`src/core/csc_pkg.sv`:
```
// shared types and constants of the clock source and start-up control block
// Functional notes
// - decode clock source fuse field into four sources
// - fuse bit one unprogrammed, zero programmed
// - wake from deep sleep counts source cycles
// - reset adds delay timed by watchdog oscillator
// - reset time-out 4096 or 65536 watchdog cycles
// - default internal RC, longest start-up, divide-by-eight
// - upper three crystal bits choose amplifier range
// - crystal low bit 0, start-up 00/01: 258 cycles
// - three crystal selections use 1K wake delay
// - crystal low bit 1, start-up 01-11: 16K cycles
// - sleep modes halt unused module clocks
// - external interrupt, serial start wake every sleep mode
// - flash clock gated together with core clock
// - async timer clock runs in power-save while rest sleeps
// - converter clock runs with core, peripheral halted
// - internal RC: 6 cycle wake, 14 cycle reset
// - low-frequency crystal: 1K/32K wake, 4 cycle reset
// - reset loads factory oscillator calibration value
package csc_pkg;
    localparam int CNT_W = 17;
    typedef logic [CNT_W-1:0] csc_cnt_t;

    // register byte offsets on the bus
    localparam logic [3:0] REG_FUSE = 4'h0;
    localparam logic [3:0] REG_CTRL = 4'h4;
    localparam logic [3:0] REG_STATUS = 4'h8;
    localparam logic [3:0] REG_CAL = 4'hc;

    typedef struct packed {
        logic div8;
        logic [1:0] startup_time_fuses;
        logic [3:0] clock_source_select_fuses;
    } csc_fuse_t;

    // internal RC, start-up 10, divide-by-eight programmed
    localparam logic [6:0] FUSE_DEFAULT = 7'h22;

    localparam logic [3:0] CLOCK_SOURCE_SELECT_FUSES_EXT_CLK = 4'h0;
    localparam logic [3:0] CLOCK_SOURCE_SELECT_FUSES_INT_RC = 4'h2;
    localparam logic [3:0] CLOCK_SOURCE_SELECT_FUSES_LF_1K = 4'h6;
    localparam logic [3:0] CLOCK_SOURCE_SELECT_FUSES_LF_32K = 4'h7;
    localparam logic [1:0] SUT_00 = 2'h0;
    localparam logic [1:0] SUT_01 = 2'h1;
    localparam logic [1:0] SUT_10 = 2'h2;
    localparam logic [2:0] XKEY_258_SHORT = 3'h0;
    localparam logic [2:0] XKEY_258_LONG = 3'h1;
    localparam logic [2:0] XKEY_1K_NONE = 3'h2;
    localparam logic [2:0] XKEY_1K_SHORT = 3'h3;
    localparam logic [2:0] XKEY_1K_LONG = 3'h4;
    localparam logic [2:0] XKEY_16K_NONE = 3'h5;
    localparam logic [2:0] XKEY_16K_SHORT = 3'h6;

    localparam csc_cnt_t WAKE_6_CK = 17'h00006;
    localparam csc_cnt_t WAKE_258_CK = 17'h00102;
    localparam csc_cnt_t WAKE_1K_CK = 17'h00400;
    localparam csc_cnt_t RST_14_CK = 17'h0000e;
    localparam csc_cnt_t RST_4_CK = 17'h00004;
    localparam csc_cnt_t TIMEOUT_SHORT = 17'h01000;
    localparam csc_cnt_t CNT_ZERO = 17'h00000;

    typedef enum logic [1:0] {SRC_XTAL = 2'b00, SRC_LF = 2'b01, SRC_RC = 2'b10, SRC_EXT = 2'b11} csc_src_t;
    typedef enum logic [1:0] {TO_NONE = 2'b00, TO_SHORT = 2'b01, TO_LONG = 2'b10} csc_to_t;
    typedef enum logic [2:0] {
        SLP_IDLE = 3'b000,
        SLP_ADC = 3'b001,
        SLP_PDOWN = 3'b010,
        SLP_PSAVE = 3'b011,
        SLP_STANDBY = 3'b110
    } csc_sleep_t;

    typedef struct packed {
        logic core;
        logic periph;
        logic flash;
        logic async_timer;
        logic converter;
    } csc_clk_en_t;

    typedef struct packed {
        csc_cnt_t wake;
        csc_cnt_t rst_src;
        csc_to_t timeout;
    } csc_startup_t;

    // control register fields
    localparam int CTRL_GO_BIT = 0;
    localparam int CTRL_MODE_LSB = 1;
    localparam int CTRL_RESTART_BIT = 4;

    // synchroniser slots
    localparam int N_SYNC = 4;
    localparam int SYN_SRC = 0;
    localparam int SYN_WDT = 1;
    localparam int SYN_EXT = 2;
    localparam int SYN_USI = 3;
endpackage

```
`src/core/csc_tick_sync.sv`:
```
// three-stage synchroniser with agreed level and rising-edge pulse
`timescale 1ns/1ps
module csc_tick_sync
(
    input wire logic clk_i,
    input wire logic rst_i,
    input wire logic async_i,
    output logic level_o,
    output logic rise_o
);
    logic s1_reg;
    logic s2_reg;
    logic s3_reg;
    logic level_reg;
    logic rise_reg;
    wire agree = (s2_reg == s3_reg);

    always_ff @(posedge clk_i)
    begin
        s1_reg <= async_i;
        s2_reg <= s1_reg;
        s3_reg <= s2_reg;
    end

    always_ff @(posedge clk_i)
    begin
        if (rst_i)
        begin
            level_reg <= 1'b0;
            rise_reg <= 1'b0;
        end
        else
        begin
            if (agree)
            begin
                level_reg <= s2_reg;
            end
            rise_reg <= agree && s2_reg && !level_reg;
        end
    end

    assign level_o = level_reg;
    assign rise_o = rise_reg;
endmodule

```
`src/core/csc_delay_counter.sv`:
```
// loadable down counter of external ticks with done flag
`timescale 1ns/1ps
module csc_delay_counter
    import csc_pkg::*;
(
    input wire logic clk_i,
    input wire logic rst_i,
    input wire logic start_i,
    input wire csc_cnt_t target_i,
    input wire logic tick_i,
    output logic done_o,
    output csc_cnt_t left_o
);
    csc_cnt_t cnt_reg;
    logic busy_reg;
    wire last = (cnt_reg == {{(CNT_W-1){1'b0}}, 1'b1});

    always_ff @(posedge clk_i)
    begin
        if (rst_i)
        begin
            cnt_reg <= CNT_ZERO;
            busy_reg <= 1'b0;
        end
        else if (start_i)
        begin
            cnt_reg <= target_i;
            busy_reg <= (target_i != CNT_ZERO);
        end
        else if (busy_reg && tick_i)
        begin
            cnt_reg <= cnt_reg - 1'b1;
            busy_reg <= !last;
        end
    end

    assign done_o = !busy_reg;
    assign left_o = cnt_reg;
endmodule

```
`src/core/csc_clock_ctrl.sv`:
```
// clock source selection, start-up timing and clock domain gating
`timescale 1ns/1ps
module csc_clock_ctrl
    import csc_pkg::*;
#(
    parameter csc_cnt_t WAKE_16K_CK = 17'h04000,
    parameter csc_cnt_t WAKE_32K_CK = 17'h08000,
    parameter csc_cnt_t TIMEOUT_LONG = 17'h10000
)
(
    input wire logic clk_i,
    input wire logic rst_i,
    input wire logic [3:0] adr_i,
    input wire logic [31:0] dat_i,
    input wire logic [3:0] sel_i,
    input wire logic we_i,
    input wire logic cyc_i,
    input wire logic stb_i,
    output logic [31:0] dat_o,
    output logic ack_o,
    input wire logic src_clk_i,
    input wire logic wdt_osc_i,
    input wire logic ext_int_i,
    input wire logic usi_start_i,
    input wire logic [7:0] factory_cal_i,
    output logic internal_rst_o,
    output csc_clk_en_t clk_en_o,
    output csc_src_t src_sel_o,
    output logic [2:0] xtal_range_o,
    output logic div8_o,
    output logic [7:0] osc_cal_o
);
    typedef enum logic [2:0] {
        ST_LOAD = 3'b000,
        ST_RST_SRC = 3'b001,
        ST_RST_WDT = 3'b010,
        ST_RUN = 3'b011,
        ST_SLEEP = 3'b100,
        ST_WAKE = 3'b101
    } csc_state_t;

    // reserved codes fall back to the internal RC source
    function automatic csc_src_t src_of(input logic [3:0] clock_source_select_fuses);
        return clock_source_select_fuses[3] ? SRC_XTAL : (clock_source_select_fuses == CLOCK_SOURCE_SELECT_FUSES_LF_1K || clock_source_select_fuses == CLOCK_SOURCE_SELECT_FUSES_LF_32K) ? SRC_LF :
            (clock_source_select_fuses == CLOCK_SOURCE_SELECT_FUSES_EXT_CLK) ? SRC_EXT : SRC_RC;
    endfunction

    function automatic logic is_reserved(input logic [3:0] clock_source_select_fuses);
        return !clock_source_select_fuses[3] && clock_source_select_fuses != CLOCK_SOURCE_SELECT_FUSES_LF_1K && clock_source_select_fuses != CLOCK_SOURCE_SELECT_FUSES_LF_32K
            && clock_source_select_fuses != CLOCK_SOURCE_SELECT_FUSES_INT_RC && clock_source_select_fuses != CLOCK_SOURCE_SELECT_FUSES_EXT_CLK;
    endfunction

    // reserved start-up code 11 is taken as the longest delay
    function automatic csc_to_t to_of(input logic [1:0] startup_time_fuses);
        return (startup_time_fuses == SUT_00) ? TO_NONE : (startup_time_fuses == SUT_01) ? TO_SHORT : TO_LONG;
    endfunction

    function automatic csc_startup_t startup_of(input csc_fuse_t f);
        csc_startup_t r;
        logic [2:0] key;
        key = {f.clock_source_select_fuses[0], f.startup_time_fuses};
        r.wake = WAKE_6_CK;
        r.rst_src = RST_14_CK;
        r.timeout = to_of(f.startup_time_fuses);
        unique case (src_of(f.clock_source_select_fuses))
            SRC_XTAL:
            begin
                r.wake = (key <= XKEY_258_LONG) ? WAKE_258_CK : (key <= XKEY_1K_LONG) ? WAKE_1K_CK : WAKE_16K_CK;
                r.timeout = (key == XKEY_1K_NONE || key == XKEY_16K_NONE) ? TO_NONE :
                            (key == XKEY_258_SHORT || key == XKEY_1K_SHORT) ? TO_SHORT :
                            (key == XKEY_16K_SHORT) ? TO_SHORT : TO_LONG;
            end
            SRC_LF:
            begin
                r.wake = f.clock_source_select_fuses[0] ? WAKE_32K_CK : WAKE_1K_CK;
                r.rst_src = RST_4_CK;
            end
            // internal RC and external clock delays
            SRC_RC, SRC_EXT:
            begin
                r.wake = WAKE_6_CK;
            end
        endcase
        return r;
    endfunction

    function automatic csc_clk_en_t gate_of(input csc_state_t st, input csc_sleep_t m);
        csc_clk_en_t e;
        e = '{core: 1'b1, periph: 1'b1, flash: 1'b1, async_timer: 1'b1, converter: 1'b1};
        if (st == ST_SLEEP || st == ST_WAKE)
        begin
            e.core = 1'b0;
            e.flash = 1'b0;
            e.periph = (m == SLP_IDLE);
            e.converter = (m == SLP_IDLE) || (m == SLP_ADC);
            e.async_timer = (m != SLP_PDOWN) && (m != SLP_STANDBY);
        end
        else if (st != ST_RUN)
        begin
            e = '{core: 1'b0, periph: 1'b0, flash: 1'b0, async_timer: 1'b0, converter: 1'b0};
        end
        return e;
    endfunction

    csc_state_t state_reg;
    csc_state_t state_next;
    csc_fuse_t fuse_reg;
    csc_fuse_t act_reg;
    csc_sleep_t mode_reg;
    logic [7:0] cal_reg;
    logic ack_reg;
    logic [31:0] dat_reg;
    logic rst_out_reg;
    csc_clk_en_t en_reg;
    csc_src_t src_reg;
    logic [2:0] range_reg;
    logic div8_reg;
    logic restart_reg;

    logic [N_SYNC-1:0] sync_in;
    logic [N_SYNC-1:0] sync_level;
    logic [N_SYNC-1:0] sync_rise;
    assign sync_in = {usi_start_i, ext_int_i, wdt_osc_i, src_clk_i};

    genvar gi;
    generate
        for (gi = 0; gi < N_SYNC; gi++)
        begin : g_sync
            csc_tick_sync u_sync
            (
                .clk_i(clk_i),
                .rst_i(rst_i),
                .async_i(sync_in[gi]),
                .level_o(sync_level[gi]),
                .rise_o(sync_rise[gi])
            );
        end
    endgenerate

    // bus decode
    wire bus_req = cyc_i && stb_i && !ack_reg;
    wire wr_lane0 = bus_req && we_i && sel_i[0];
    wire hit_fuse = (adr_i == REG_FUSE);
    wire hit_ctrl = (adr_i == REG_CTRL);
    wire hit_status = (adr_i == REG_STATUS);
    wire hit_cal = (adr_i == REG_CAL);
    wire wr_fuse = wr_lane0 && hit_fuse;
    wire wr_ctrl = wr_lane0 && hit_ctrl;
    wire wr_cal = wr_lane0 && hit_cal;
    wire sleep_go = wr_ctrl && dat_i[CTRL_GO_BIT];
    wire restart_go = wr_ctrl && dat_i[CTRL_RESTART_BIT];
    wire [2:0] mode_wr = dat_i[CTRL_MODE_LSB+2:CTRL_MODE_LSB];
    // new mode already gates the clocks in the cycle sleep is entered
    wire csc_sleep_t mode_eff = (wr_ctrl && state_reg == ST_RUN) ? csc_sleep_t'(mode_wr) : mode_reg;

    // fuses latched at load, live image used only in the load cycle
    wire csc_fuse_t cfg = (state_reg == ST_LOAD) ? fuse_reg : act_reg;
    wire csc_startup_t su = startup_of(cfg);
    wire cfg_err = is_reserved(act_reg.clock_source_select_fuses);

    wire csc_cnt_t to_cycles = (su.timeout == TO_SHORT) ? TIMEOUT_SHORT :
                               (su.timeout == TO_LONG) ? TIMEOUT_LONG : CNT_ZERO;

    // asynchronous wake sources, independent of peripheral clock
    wire wake_evt = sync_level[SYN_EXT] || sync_rise[SYN_USI];
    wire slow_wake = (mode_reg == SLP_PDOWN) || (mode_reg == SLP_PSAVE);

    logic start_src;
    logic start_wdt;
    csc_cnt_t src_target;
    logic src_done;
    logic wdt_done;
    csc_cnt_t src_left;

    always_comb
    begin
        state_next = state_reg;
        start_src = 1'b0;
        start_wdt = 1'b0;
        src_target = su.rst_src;
        unique case (state_reg)
            ST_LOAD:
            begin
                start_src = 1'b1;
                state_next = ST_RST_SRC;
            end
            ST_RST_SRC:
            begin
                // watchdog oscillator times the extra delay
                if (src_done)
                begin
                    start_wdt = 1'b1;
                    state_next = ST_RST_WDT;
                end
            end
            ST_RST_WDT:
            begin
                if (wdt_done)
                begin
                    state_next = ST_RUN;
                end
            end
            ST_RUN:
            begin
                if (restart_reg)
                begin
                    state_next = ST_LOAD;
                end
                else if (sleep_go)
                begin
                    state_next = ST_SLEEP;
                end
            end
            ST_SLEEP:
            begin
                if (wake_evt && slow_wake)
                begin
                    start_src = 1'b1;
                    src_target = su.wake;
                    state_next = ST_WAKE;
                end
                else if (wake_evt)
                begin
                    state_next = ST_RUN;
                end
            end
            ST_WAKE:
            begin
                if (src_done)
                begin
                    state_next = ST_RUN;
                end
            end
            default:
            begin
                state_next = ST_LOAD;
            end
        endcase
    end

    csc_delay_counter u_src_cnt
    (
        .clk_i(clk_i),
        .rst_i(rst_i),
        .start_i(start_src),
        .target_i(src_target),
        .tick_i(sync_rise[SYN_SRC]),
        .done_o(src_done),
        .left_o(src_left)
    );

    csc_delay_counter u_wdt_cnt
    (
        .clk_i(clk_i),
        .rst_i(rst_i),
        .start_i(start_wdt),
        .target_i(to_cycles),
        .tick_i(sync_rise[SYN_WDT]),
        .done_o(wdt_done),
        .left_o()
    );

    wire in_reset_next = (state_next == ST_LOAD) || (state_next == ST_RST_SRC) || (state_next == ST_RST_WDT);
    wire [31:0] status_word = {12'h000, src_left[15:0], cfg_err, state_reg};
    wire [31:0] rd_word = hit_fuse ? {25'h0000000, fuse_reg} :
                          hit_ctrl ? {28'h0000000, mode_reg, 1'b0} :
                          hit_status ? status_word :
                          hit_cal ? {24'h000000, cal_reg} : 32'h00000000;

    always_ff @(posedge clk_i)
    begin
        if (rst_i)
        begin
            state_reg <= ST_LOAD;
            fuse_reg <= FUSE_DEFAULT;
            act_reg <= FUSE_DEFAULT;
            mode_reg <= SLP_IDLE;
            restart_reg <= 1'b0;
        end
        else
        begin
            state_reg <= state_next;
            if (state_reg == ST_LOAD)
            begin
                act_reg <= fuse_reg;
            end
            if (wr_fuse)
            begin
                fuse_reg <= dat_i[6:0];
            end
            if (wr_ctrl && state_reg == ST_RUN)
            begin
                mode_reg <= csc_sleep_t'(mode_wr);
            end
            restart_reg <= restart_go || (restart_reg && state_reg != ST_RUN);
        end
    end

    always_ff @(posedge clk_i)
    begin
        if (rst_i || state_reg == ST_LOAD)
        begin
            cal_reg <= factory_cal_i;
        end
        else if (wr_cal)
        begin
            cal_reg <= dat_i[7:0];
        end
    end

    always_ff @(posedge clk_i)
    begin
        if (rst_i)
        begin
            ack_reg <= 1'b0;
            dat_reg <= 32'h00000000;
        end
        else
        begin
            ack_reg <= bus_req;
            dat_reg <= (bus_req && !we_i) ? rd_word : 32'h00000000;
        end
    end

    always_ff @(posedge clk_i)
    begin
        if (rst_i)
        begin
            rst_out_reg <= 1'b1;
            en_reg <= gate_of(ST_LOAD, SLP_IDLE);
            src_reg <= SRC_RC;
            range_reg <= 3'h0;
            div8_reg <= 1'b1;
        end
        else
        begin
            // internal reset held through both counts
            rst_out_reg <= in_reset_next;
            en_reg <= gate_of(state_next, mode_eff);
            src_reg <= src_of(cfg.clock_source_select_fuses);
            range_reg <= (src_of(cfg.clock_source_select_fuses) == SRC_XTAL) ? cfg.clock_source_select_fuses[3:1] : 3'h0;
            div8_reg <= !cfg.div8;
        end
    end

    assign dat_o = dat_reg;
    assign ack_o = ack_reg;
    assign internal_rst_o = rst_out_reg;
    assign clk_en_o = en_reg;
    assign src_sel_o = src_reg;
    assign xtal_range_o = range_reg;
    assign div8_o = div8_reg;
    assign osc_cal_o = cal_reg;
endmodule

```
`config.mk`:
```
export PLATFORM = sky130hd
export DESIGN_NAME = csc_clock_ctrl
export DESIGN_NICKNAME = d
export VERILOG_FILES = /design/src/core/csc_pkg.sv /design/src/core/csc_tick_sync.sv /design/src/core/csc_delay_counter.sv /design/src/core/csc_clock_ctrl.sv
export SDC_FILE = /design/constraint.sdc
export NUM_CORES = 1
export LEC_CHECK = 0
export ABC_AREA = 1
export BUFFER_PORTS_ARGS = -buffer_cell sky130_fd_sc_hd__buf_2
export CELL_PAD_IN_SITES_DETAIL_PLACEMENT = 2
export CELL_PAD_IN_SITES_GLOBAL_PLACEMENT = 2
export CORE_MARGIN = 8
export CORE_UTILIZATION = 27
export DETAILED_ROUTE_END_ITERATION = 6
export PLACE_DENSITY_LB_ADDON = 0.2
export SYNTH_ARGS = -nofsm -noshare
export SYNTH_HDL_FRONTEND = slang
export SYNTH_SLANG_ARGS = --single-unit
```
`constraint.sdc`:
```
create_clock -name clk_i -period 2.1 [get_ports clk_i]
set_input_delay 0.21 -clock clk_i [delete_from_list [all_inputs] [get_ports clk_i]]
set_output_delay 0.21 -clock clk_i [all_outputs]
set_load 0.02 [all_outputs]
```
==> impl_metrics.env, run 1 <==
export IMPL_peakVddDrop_v=0.000600
export IMPL_finalPower_mw=8.30
export IMPL_hpwl_um=13400
export IMPL_seq_area_frac_synth=0.458
export IMPL_synthFlopType="dfxtp_1"
export IMPL_rsz0062_at_grt="no"
export IMPL_worstPathRequired_ns=2.44
export IMPL_outcome="finished clean"
export IMPL_r2r_slack_ns=0.15
export IMPL_core_region_area_um2=19300
export IMPL_track_usage=0.149
export IMPL_cap_violations=0
export IMPL_setup_tns_ns=0
export IMPL_min_path_type="primary input to flip-flop"
export IMPL_setup_violations=0
export IMPL_synth_cell_types=45
export IMPL_cts_inserted_buffers=17
export IMPL_p_per_area_nw_per_um2=1260
export IMPL_start_util=0.272
export IMPL_largest_register_ffs=20
export IMPL_synthesis_area_um2=5240
export IMPL_reg2reg_from="state_reg[1]"
export IMPL_slew_viol_final=0
export IMPL_nets=872
export IMPL_ys_seq_elements=116
export IMPL_crit_end="u_wdt_cnt.busy_reg"
export IMPL_clkSinkCount=116
export IMPL_cts_tree="built"
export IMPL_final_min_clock_period_ns=1.95
export IMPL_firstDrtPassIters=4
export IMPL_leakage_nw=3.02
export IMPL_timing_rr_end="u_wdt_cnt.busy_reg"
export IMPL_fp_dieW_um=155
export IMPL_cp_data_arrival_time_ns=2.29
export IMPL_postCtsSetupRepairBufs=0
export IMPL_clk_pin_slew_ns=0.06
export IMPL_finalHoldViolCount=0
export IMPL_grt_ovfl_total=0
export IMPL_routed_wl_um=17300
export IMPL_cts_path_max_buffers=2
export IMPL_grt_pass1_vias=5624
export IMPL_die_area_um2=24100
export IMPL_final_common_cell="nand2_1"
export IMPL_ant_nets=0
export IMPL_areaGrowthSynthToFinish_pct=25.9
export IMPL_n_antenna_cell=0
export IMPL_cp_max_fo=11
export IMPL_fmax_mhz=512
export IMPL_cp_end_kind="flip-flop"
export IMPL_critPathLaunchType="flip-flop"
export IMPL_grt_max_degree=18
export IMPL_die_h_um=155
export IMPL_path_class="flip-flop to flip-flop"
export IMPL_drive_gt1_frac=0.189
export IMPL_dr_first_iter_drc_count=190
export IMPL_port_buffers=70
export IMPL_synthArstFlopShare=0
export IMPL_min_period_over_period=0.930
export IMPL_num_vias=4908
export IMPL_fin_skew_ns=0.0105
export IMPL_gp_congestion=0.819
export IMPL_syn_area_per_cell_um2=7.36
export IMPL_grt_pass1_wl_um=28300
export IMPL_antenna_found_initial=0
export IMPL_timing_reg2reg_worst_path_depth=12
export IMPL_clockRootBuffer="clkbuf_16"
export IMPL_rows=51
export IMPL_ctsHtreeMaxLevel=4
export IMPL_drcViolationCount=0
export IMPL_synth_edf_count=8
export IMPL_ys_warnings_count=0
export IMPL_routedWlPerCell_um=15.9
export IMPL_startpoint="state_reg[1]"
export IMPL_syn_inst=712
export IMPL_viasPerCell=4.53
export IMPL_io_pins=110
export IMPL_insertion_delay_ns=0.42
export IMPL_layout_common_cells="148 x nand2_1, 110 x nor2_1, 106 x dfxtp_1"
[cell type report]
cell class,instances,area (um2)
fillers,2337,12700
flip-flops and latches,116,2400
clock buffers,21,450
clock inverters,11,153
inverters,101,382
multi-input cells,483,2390
repair buffers,87,488
well taps,265,332
[how the worst min path moves through the flow]
stage / start / end / slack, ns / cells after the start
after floorplan: src_clk_i / g_sync[0].u_sync.s1_reg / 0.24 / 0
after global placement: g_sync[0].u_sync.s1_reg / g_sync[0].u_sync.s2_reg / 0.31 / 0
after detailed placement: wdt_osc_i / g_sync[1].u_sync.s1_reg / 0.32 / 1
after CTS: factory_cal_i[0] / osc_cal_o[0] / 0.04 / 3
after global routing: factory_cal_i[4] / osc_cal_o[4] / 0.06 / 3
final: factory_cal_i[0] / osc_cal_o[0] / 0.06 / 3
[per-stage QoR]
step                 util  area [um2]  hold slack, ns  std cells  setup slack (ns)
floorplan               -        5280           0.238        723            0.0961
global placement    0.307        5910           0.312       1048             0.126
detailed placement  0.307        5910           0.316       1048            0.0624
CTS                 0.340        6550          0.0426       1084            0.0111
global route        0.342        6600          0.0584       1084          0.000627
finish              0.342        6600          0.0558       1084             0.147
[where the power goes]
| part | switching, mW | internal (mW) | leakage, nW |
|---|---|---|---|
| combinational | 1.74 | 0.793 | 1.77 |
| sequential | 0.238 | 2.56 | 0.966 |
| clock | 1.08 | 1.90 | 0.284 |
[per-layer routing]
metal	routed length, um	GRT usage	share of wire
met5	0	0	0
met4	209	0.0402	0.012
met3	560	0.0402	0.032
met2	9340	0.283	0.54
met1	7160	0.158	0.41
[Yosys cell counts, types with 2 or more instances]
master / count / area (um2)
clkbuf_1: 3 / 11.3
o21a_1: 2 / 15.0
nor2_2: 3 / 18.8
o2111ai_1: 2 / 17.5
xnor2_1: 2 / 17.5
nor4_1: 2 / 12.5
nand2_2: 10 / 62.6
buf_4: 15 / 113
nand4_1: 7 / 43.8
o211ai_1: 3 / 22.5
o21ai_2: 4 / 35.0
xor2_1: 3 / 26.3
nand3b_1: 3 / 22.5
a31oi_1: 3 / 18.8
dfxtp_1: 108 / 2160
nand2_1: 149 / 559
ha_1: 9 / 113
buf_1: 2 / 7.51
nor2_4: 5 / 56.3
edfxtp_1: 8 / 240
a21oi_1: 39 / 195
inv_1: 92 / 345
nor2_1: 110 / 413
o221ai_1: 3 / 26.3
buf_2: 2 / 10.0
nand2_4: 3 / 33.8
nor3_1: 20 / 100
a21oi_2: 2 / 17.5
o21ai_0: 40 / 200
o21ai_1: 6 / 30.0
inv_2: 7 / 26.3
nand3_1: 32 / 160
[critical path, stage by stage (launching register included)]
cell	delay, ns
dfxtp_2	0.35
nor2_8	0.17
nand2_8	0.10
nand2_1	0.12
nand2_4	0.09
a21oi_4	0.15
o211ai_1	0.12
o21ai_2	0.09
inv_1	0.06
ha_1	0.27
o21ai_1	0.13
nand2_1	0.07
a41oi_1	0.15
[cell families (layout without fill, tap and decap cells)]
group / Yosys count / count (layout) / synth area share
other: 1 / 12 / 0.000715
buffers and inverters: 124 / 220 / 0.102
AO/OA/AOI/OAI: 108 / 108 / 0.116
XOR/XNOR: 5 / 5 / 0.00835
AND/OR/NAND/NOR: 349 / 349 / 0.293
flip-flops: 116 / 116 / 0.458
adder cells (fa/ha/maj): 9 / 9 / 0.0215
[what timing repair did]
item                                   CTS  global route
gates resized for setup                  0            10
setup endpoints to repair                0             3
endpoints found under the hold margin    4             0
hold buffers                             4             0
Power figures use the tool's default switching activity.
==> run 2: changes to the inputs <==
REMOVE_ABC_BUFFERS = 1   (was unset)
==> impl_metrics.env, run 2 (same netlist as run 1, synthesis figures left out) <==
export IMPL_multiInputGateArea_um2=2380
export IMPL_io_pins=110
export IMPL_rsz0062_at_grt="yes"
export IMPL_ant_nets=0
export IMPL_finalHoldViolCount=0
export IMPL_setup_violations=0
export IMPL_grt_pass1_vias=5543
export IMPL_grt_ovfl_total=0
export IMPL_grt_max_degree=23
export IMPL_routed_wl_um=17200
export IMPL_num_vias=4904
export IMPL_final_util=0.347
export IMPL_firstDrtPassIters=4
export IMPL_p_per_area_nw_per_um2=1290
export IMPL_cts_inserted_buffers=17
export IMPL_drive_gt1_frac=0.197
export IMPL_clkSinkCount=116
export IMPL_clockRootBuffer="clkbuf_16"
export IMPL_cp_data_arrival_time_ns=2.25
export IMPL_combPwrFrac=0.302
export IMPL_hpwl_um=13300
export IMPL_dr_first_iter_drc_count=216
export IMPL_final_common_cell="nand2_1"
export IMPL_fin_skew_ns=0.0117
export IMPL_path_class="flip-flop to flip-flop"
export IMPL_switching_share=0.360
export IMPL_r2r_slack_ns=0.15
export IMPL_track_usage=0.147
export IMPL_seqPwrFrac=0.323
export IMPL_gp_congestion=0.800
export IMPL_layout_common_cells="146 x nand2_1, 110 x nor2_1, 106 x dfxtp_1"
export IMPL_cap_violations=0
export IMPL_min_period_over_period=0.931
export IMPL_min_path_type="primary input to flip-flop"
export IMPL_antenna_found_initial=0
export IMPL_critPathLaunchType="flip-flop"
export IMPL_tightest_slew_ns=0.502
export IMPL_final_min_clock_period_ns=1.95
export IMPL_slew_viol_final=0
export IMPL_cts_path_max_buffers=2
export IMPL_min_path_cells=3
export IMPL_n_antenna_cell=0
export IMPL_port_buffers=70
export IMPL_die_h_um=155
export IMPL_areaGrowthSynthToFinish_pct=27.4
export IMPL_core_region_area_um2=19300
export IMPL_die_area_um2=24100
export IMPL_ctsHtreeMaxLevel=4
export IMPL_clockPowerShare=0.375
export IMPL_nets=876
export IMPL_final_cell_area_um2=6680
export IMPL_min_from="factory_cal_i[6]"
export IMPL_place_area_um2=5900
export IMPL_leakage_nw=3.06
export IMPL_cts_tree="built"
export IMPL_cp_max_fo=5
export IMPL_grt_pass1_wl_um=28000
export IMPL_rows=51
export IMPL_peakVddDrop_v=0.000567
export IMPL_outcome="finished clean"
export IMPL_viasPerCell=4.51
export IMPL_fillers=2330
export IMPL_fmax_mhz=512
export IMPL_area_sequential_um2=2410
export IMPL_insertion_delay_ns=0.42
export IMPL_worstPathRequired_ns=2.40
export IMPL_start_util=0.272
export IMPL_drcViolationCount=0
export IMPL_reg2reg_from="state_reg[0]"
export IMPL_slew_limit_headroom=0.665
export IMPL_p_switching_mw=3.11
export IMPL_p_int_mw=5.53
export IMPL_cp_end_kind="flip-flop"
export IMPL_clk_pin_slew_ns=0.06
export IMPL_timing_reg2reg_worst_path_depth=11
export IMPL_min_to="osc_cal_o[6]"
export IMPL_routedWlPerCell_um=15.8
export IMPL_whs_ns=0.0516
export IMPL_largest_register_ffs=20
export IMPL_fp_dieW_um=155
export IMPL_timing_rr_end="u_wdt_cnt.left_o[16]"
## run 2: changes by cell type in the layout (fill, tap and decap cells not counted), moves of 2 or more
cell / delta
nand2_2: +2
inv_6: +2
nand2_1: -2
dfxtp_2: -2
clkbuf_1: -3
dfxtp_4: +2
buf_4: +4
clkinvlp_4: -2
bufinv_16: +2
## run 2: layout make-up
class                           count  share of cell area
Timing Repair Buffer               91              0.0776
Clock buffer                       17              0.0637
Tap cell                          265              0.0497
Sequential cell                   116               0.361
Inverter                          101              0.0571
Multi-Input combinational cell    483               0.357
Clock inverter                     15              0.0341
## run 2: timing repair
| item | 4_1_cts | 5_1_grt |
|---|---|---|
| pin swaps | 1 | 3 |
| endpoints found under the hold margin | 4 | 0 |
| resized for setup | 0 | 12 |
| endpoints found under the setup margin | 1 | 4 |
| hold buffers | 4 | 0 |
| setup buffers | 2 | 4 |
| gates cloned | 0 | 0 |
## run 2: worst max-delay path, stage by stage, from the launching register on
cell	delay [ns]
dfxtp_4	0.36
nor2_8	0.15
buf_4	0.14
nand3_1	0.11
nand2_2	0.13
inv_2	0.08
o21ai_2	0.12
xnor2_1	0.16
inv_1	0.07
ha_1	0.21
o221ai_1	0.23
nor2_1	0.08
## run 2: power groups by stage
stage / clock (mW) / combinational [mW] / sequential, mW
2_1_floorplan: 0 / 1.58 / 2.91
3_3_place_gp: 0 / 2.40 / 2.82
3_5_place_dp: 0 / 2.49 / 2.83
4_1_cts: 3.33 / 2.56 / 2.79
5_1_grt: 3.42 / 2.95 / 2.83
6_report: 3.24 / 2.60 / 2.79
## run 2: worst max-delay path by stage
stage                                      end  cells after the start  slack, ns          from
final                     u_wdt_cnt.left_o[16]                     11       0.15  state_reg[0]
after global routing        u_wdt_cnt.busy_reg                     11    -0.0001  state_reg[0]
after CTS                   u_wdt_cnt.busy_reg                     12       0.01  state_reg[1]
after detailed placement    u_wdt_cnt.busy_reg                     12       0.03  state_reg[0]
after global placement      u_wdt_cnt.busy_reg                     12       0.11  state_reg[0]
after floorplan             u_wdt_cnt.busy_reg                     12      -0.02  state_reg[2]
## run 2: per-stage QoR
stage | TNS (ns) | worst slack (ns) | total power, mW | std cells
after detailed placement | 0 | 0.0259 | 5.33 | 1046
after global placement | 0 | 0.107 | 5.22 | 1046
final | 0 | 0.146 | 8.63 | 1088
after global routing | -0.000118 | -0.000118 | 9.20 | 1088
after floorplan | -0.0224 | -0.0224 | 4.49 | 700
after CTS | 0 | 0.0100 | 8.68 | 1084
## run 2: routing by layer
metal / up-vias / track usage / part of all wire
met5: - / 0 / 0
met4: 0 / 0.0545 / 0.013
met3: 18 / 0.0372 / 0.037
met2: 79 / 0.269 / 0.51
met1: 2355 / 0.161 / 0.44
li1: 2452 / - / -
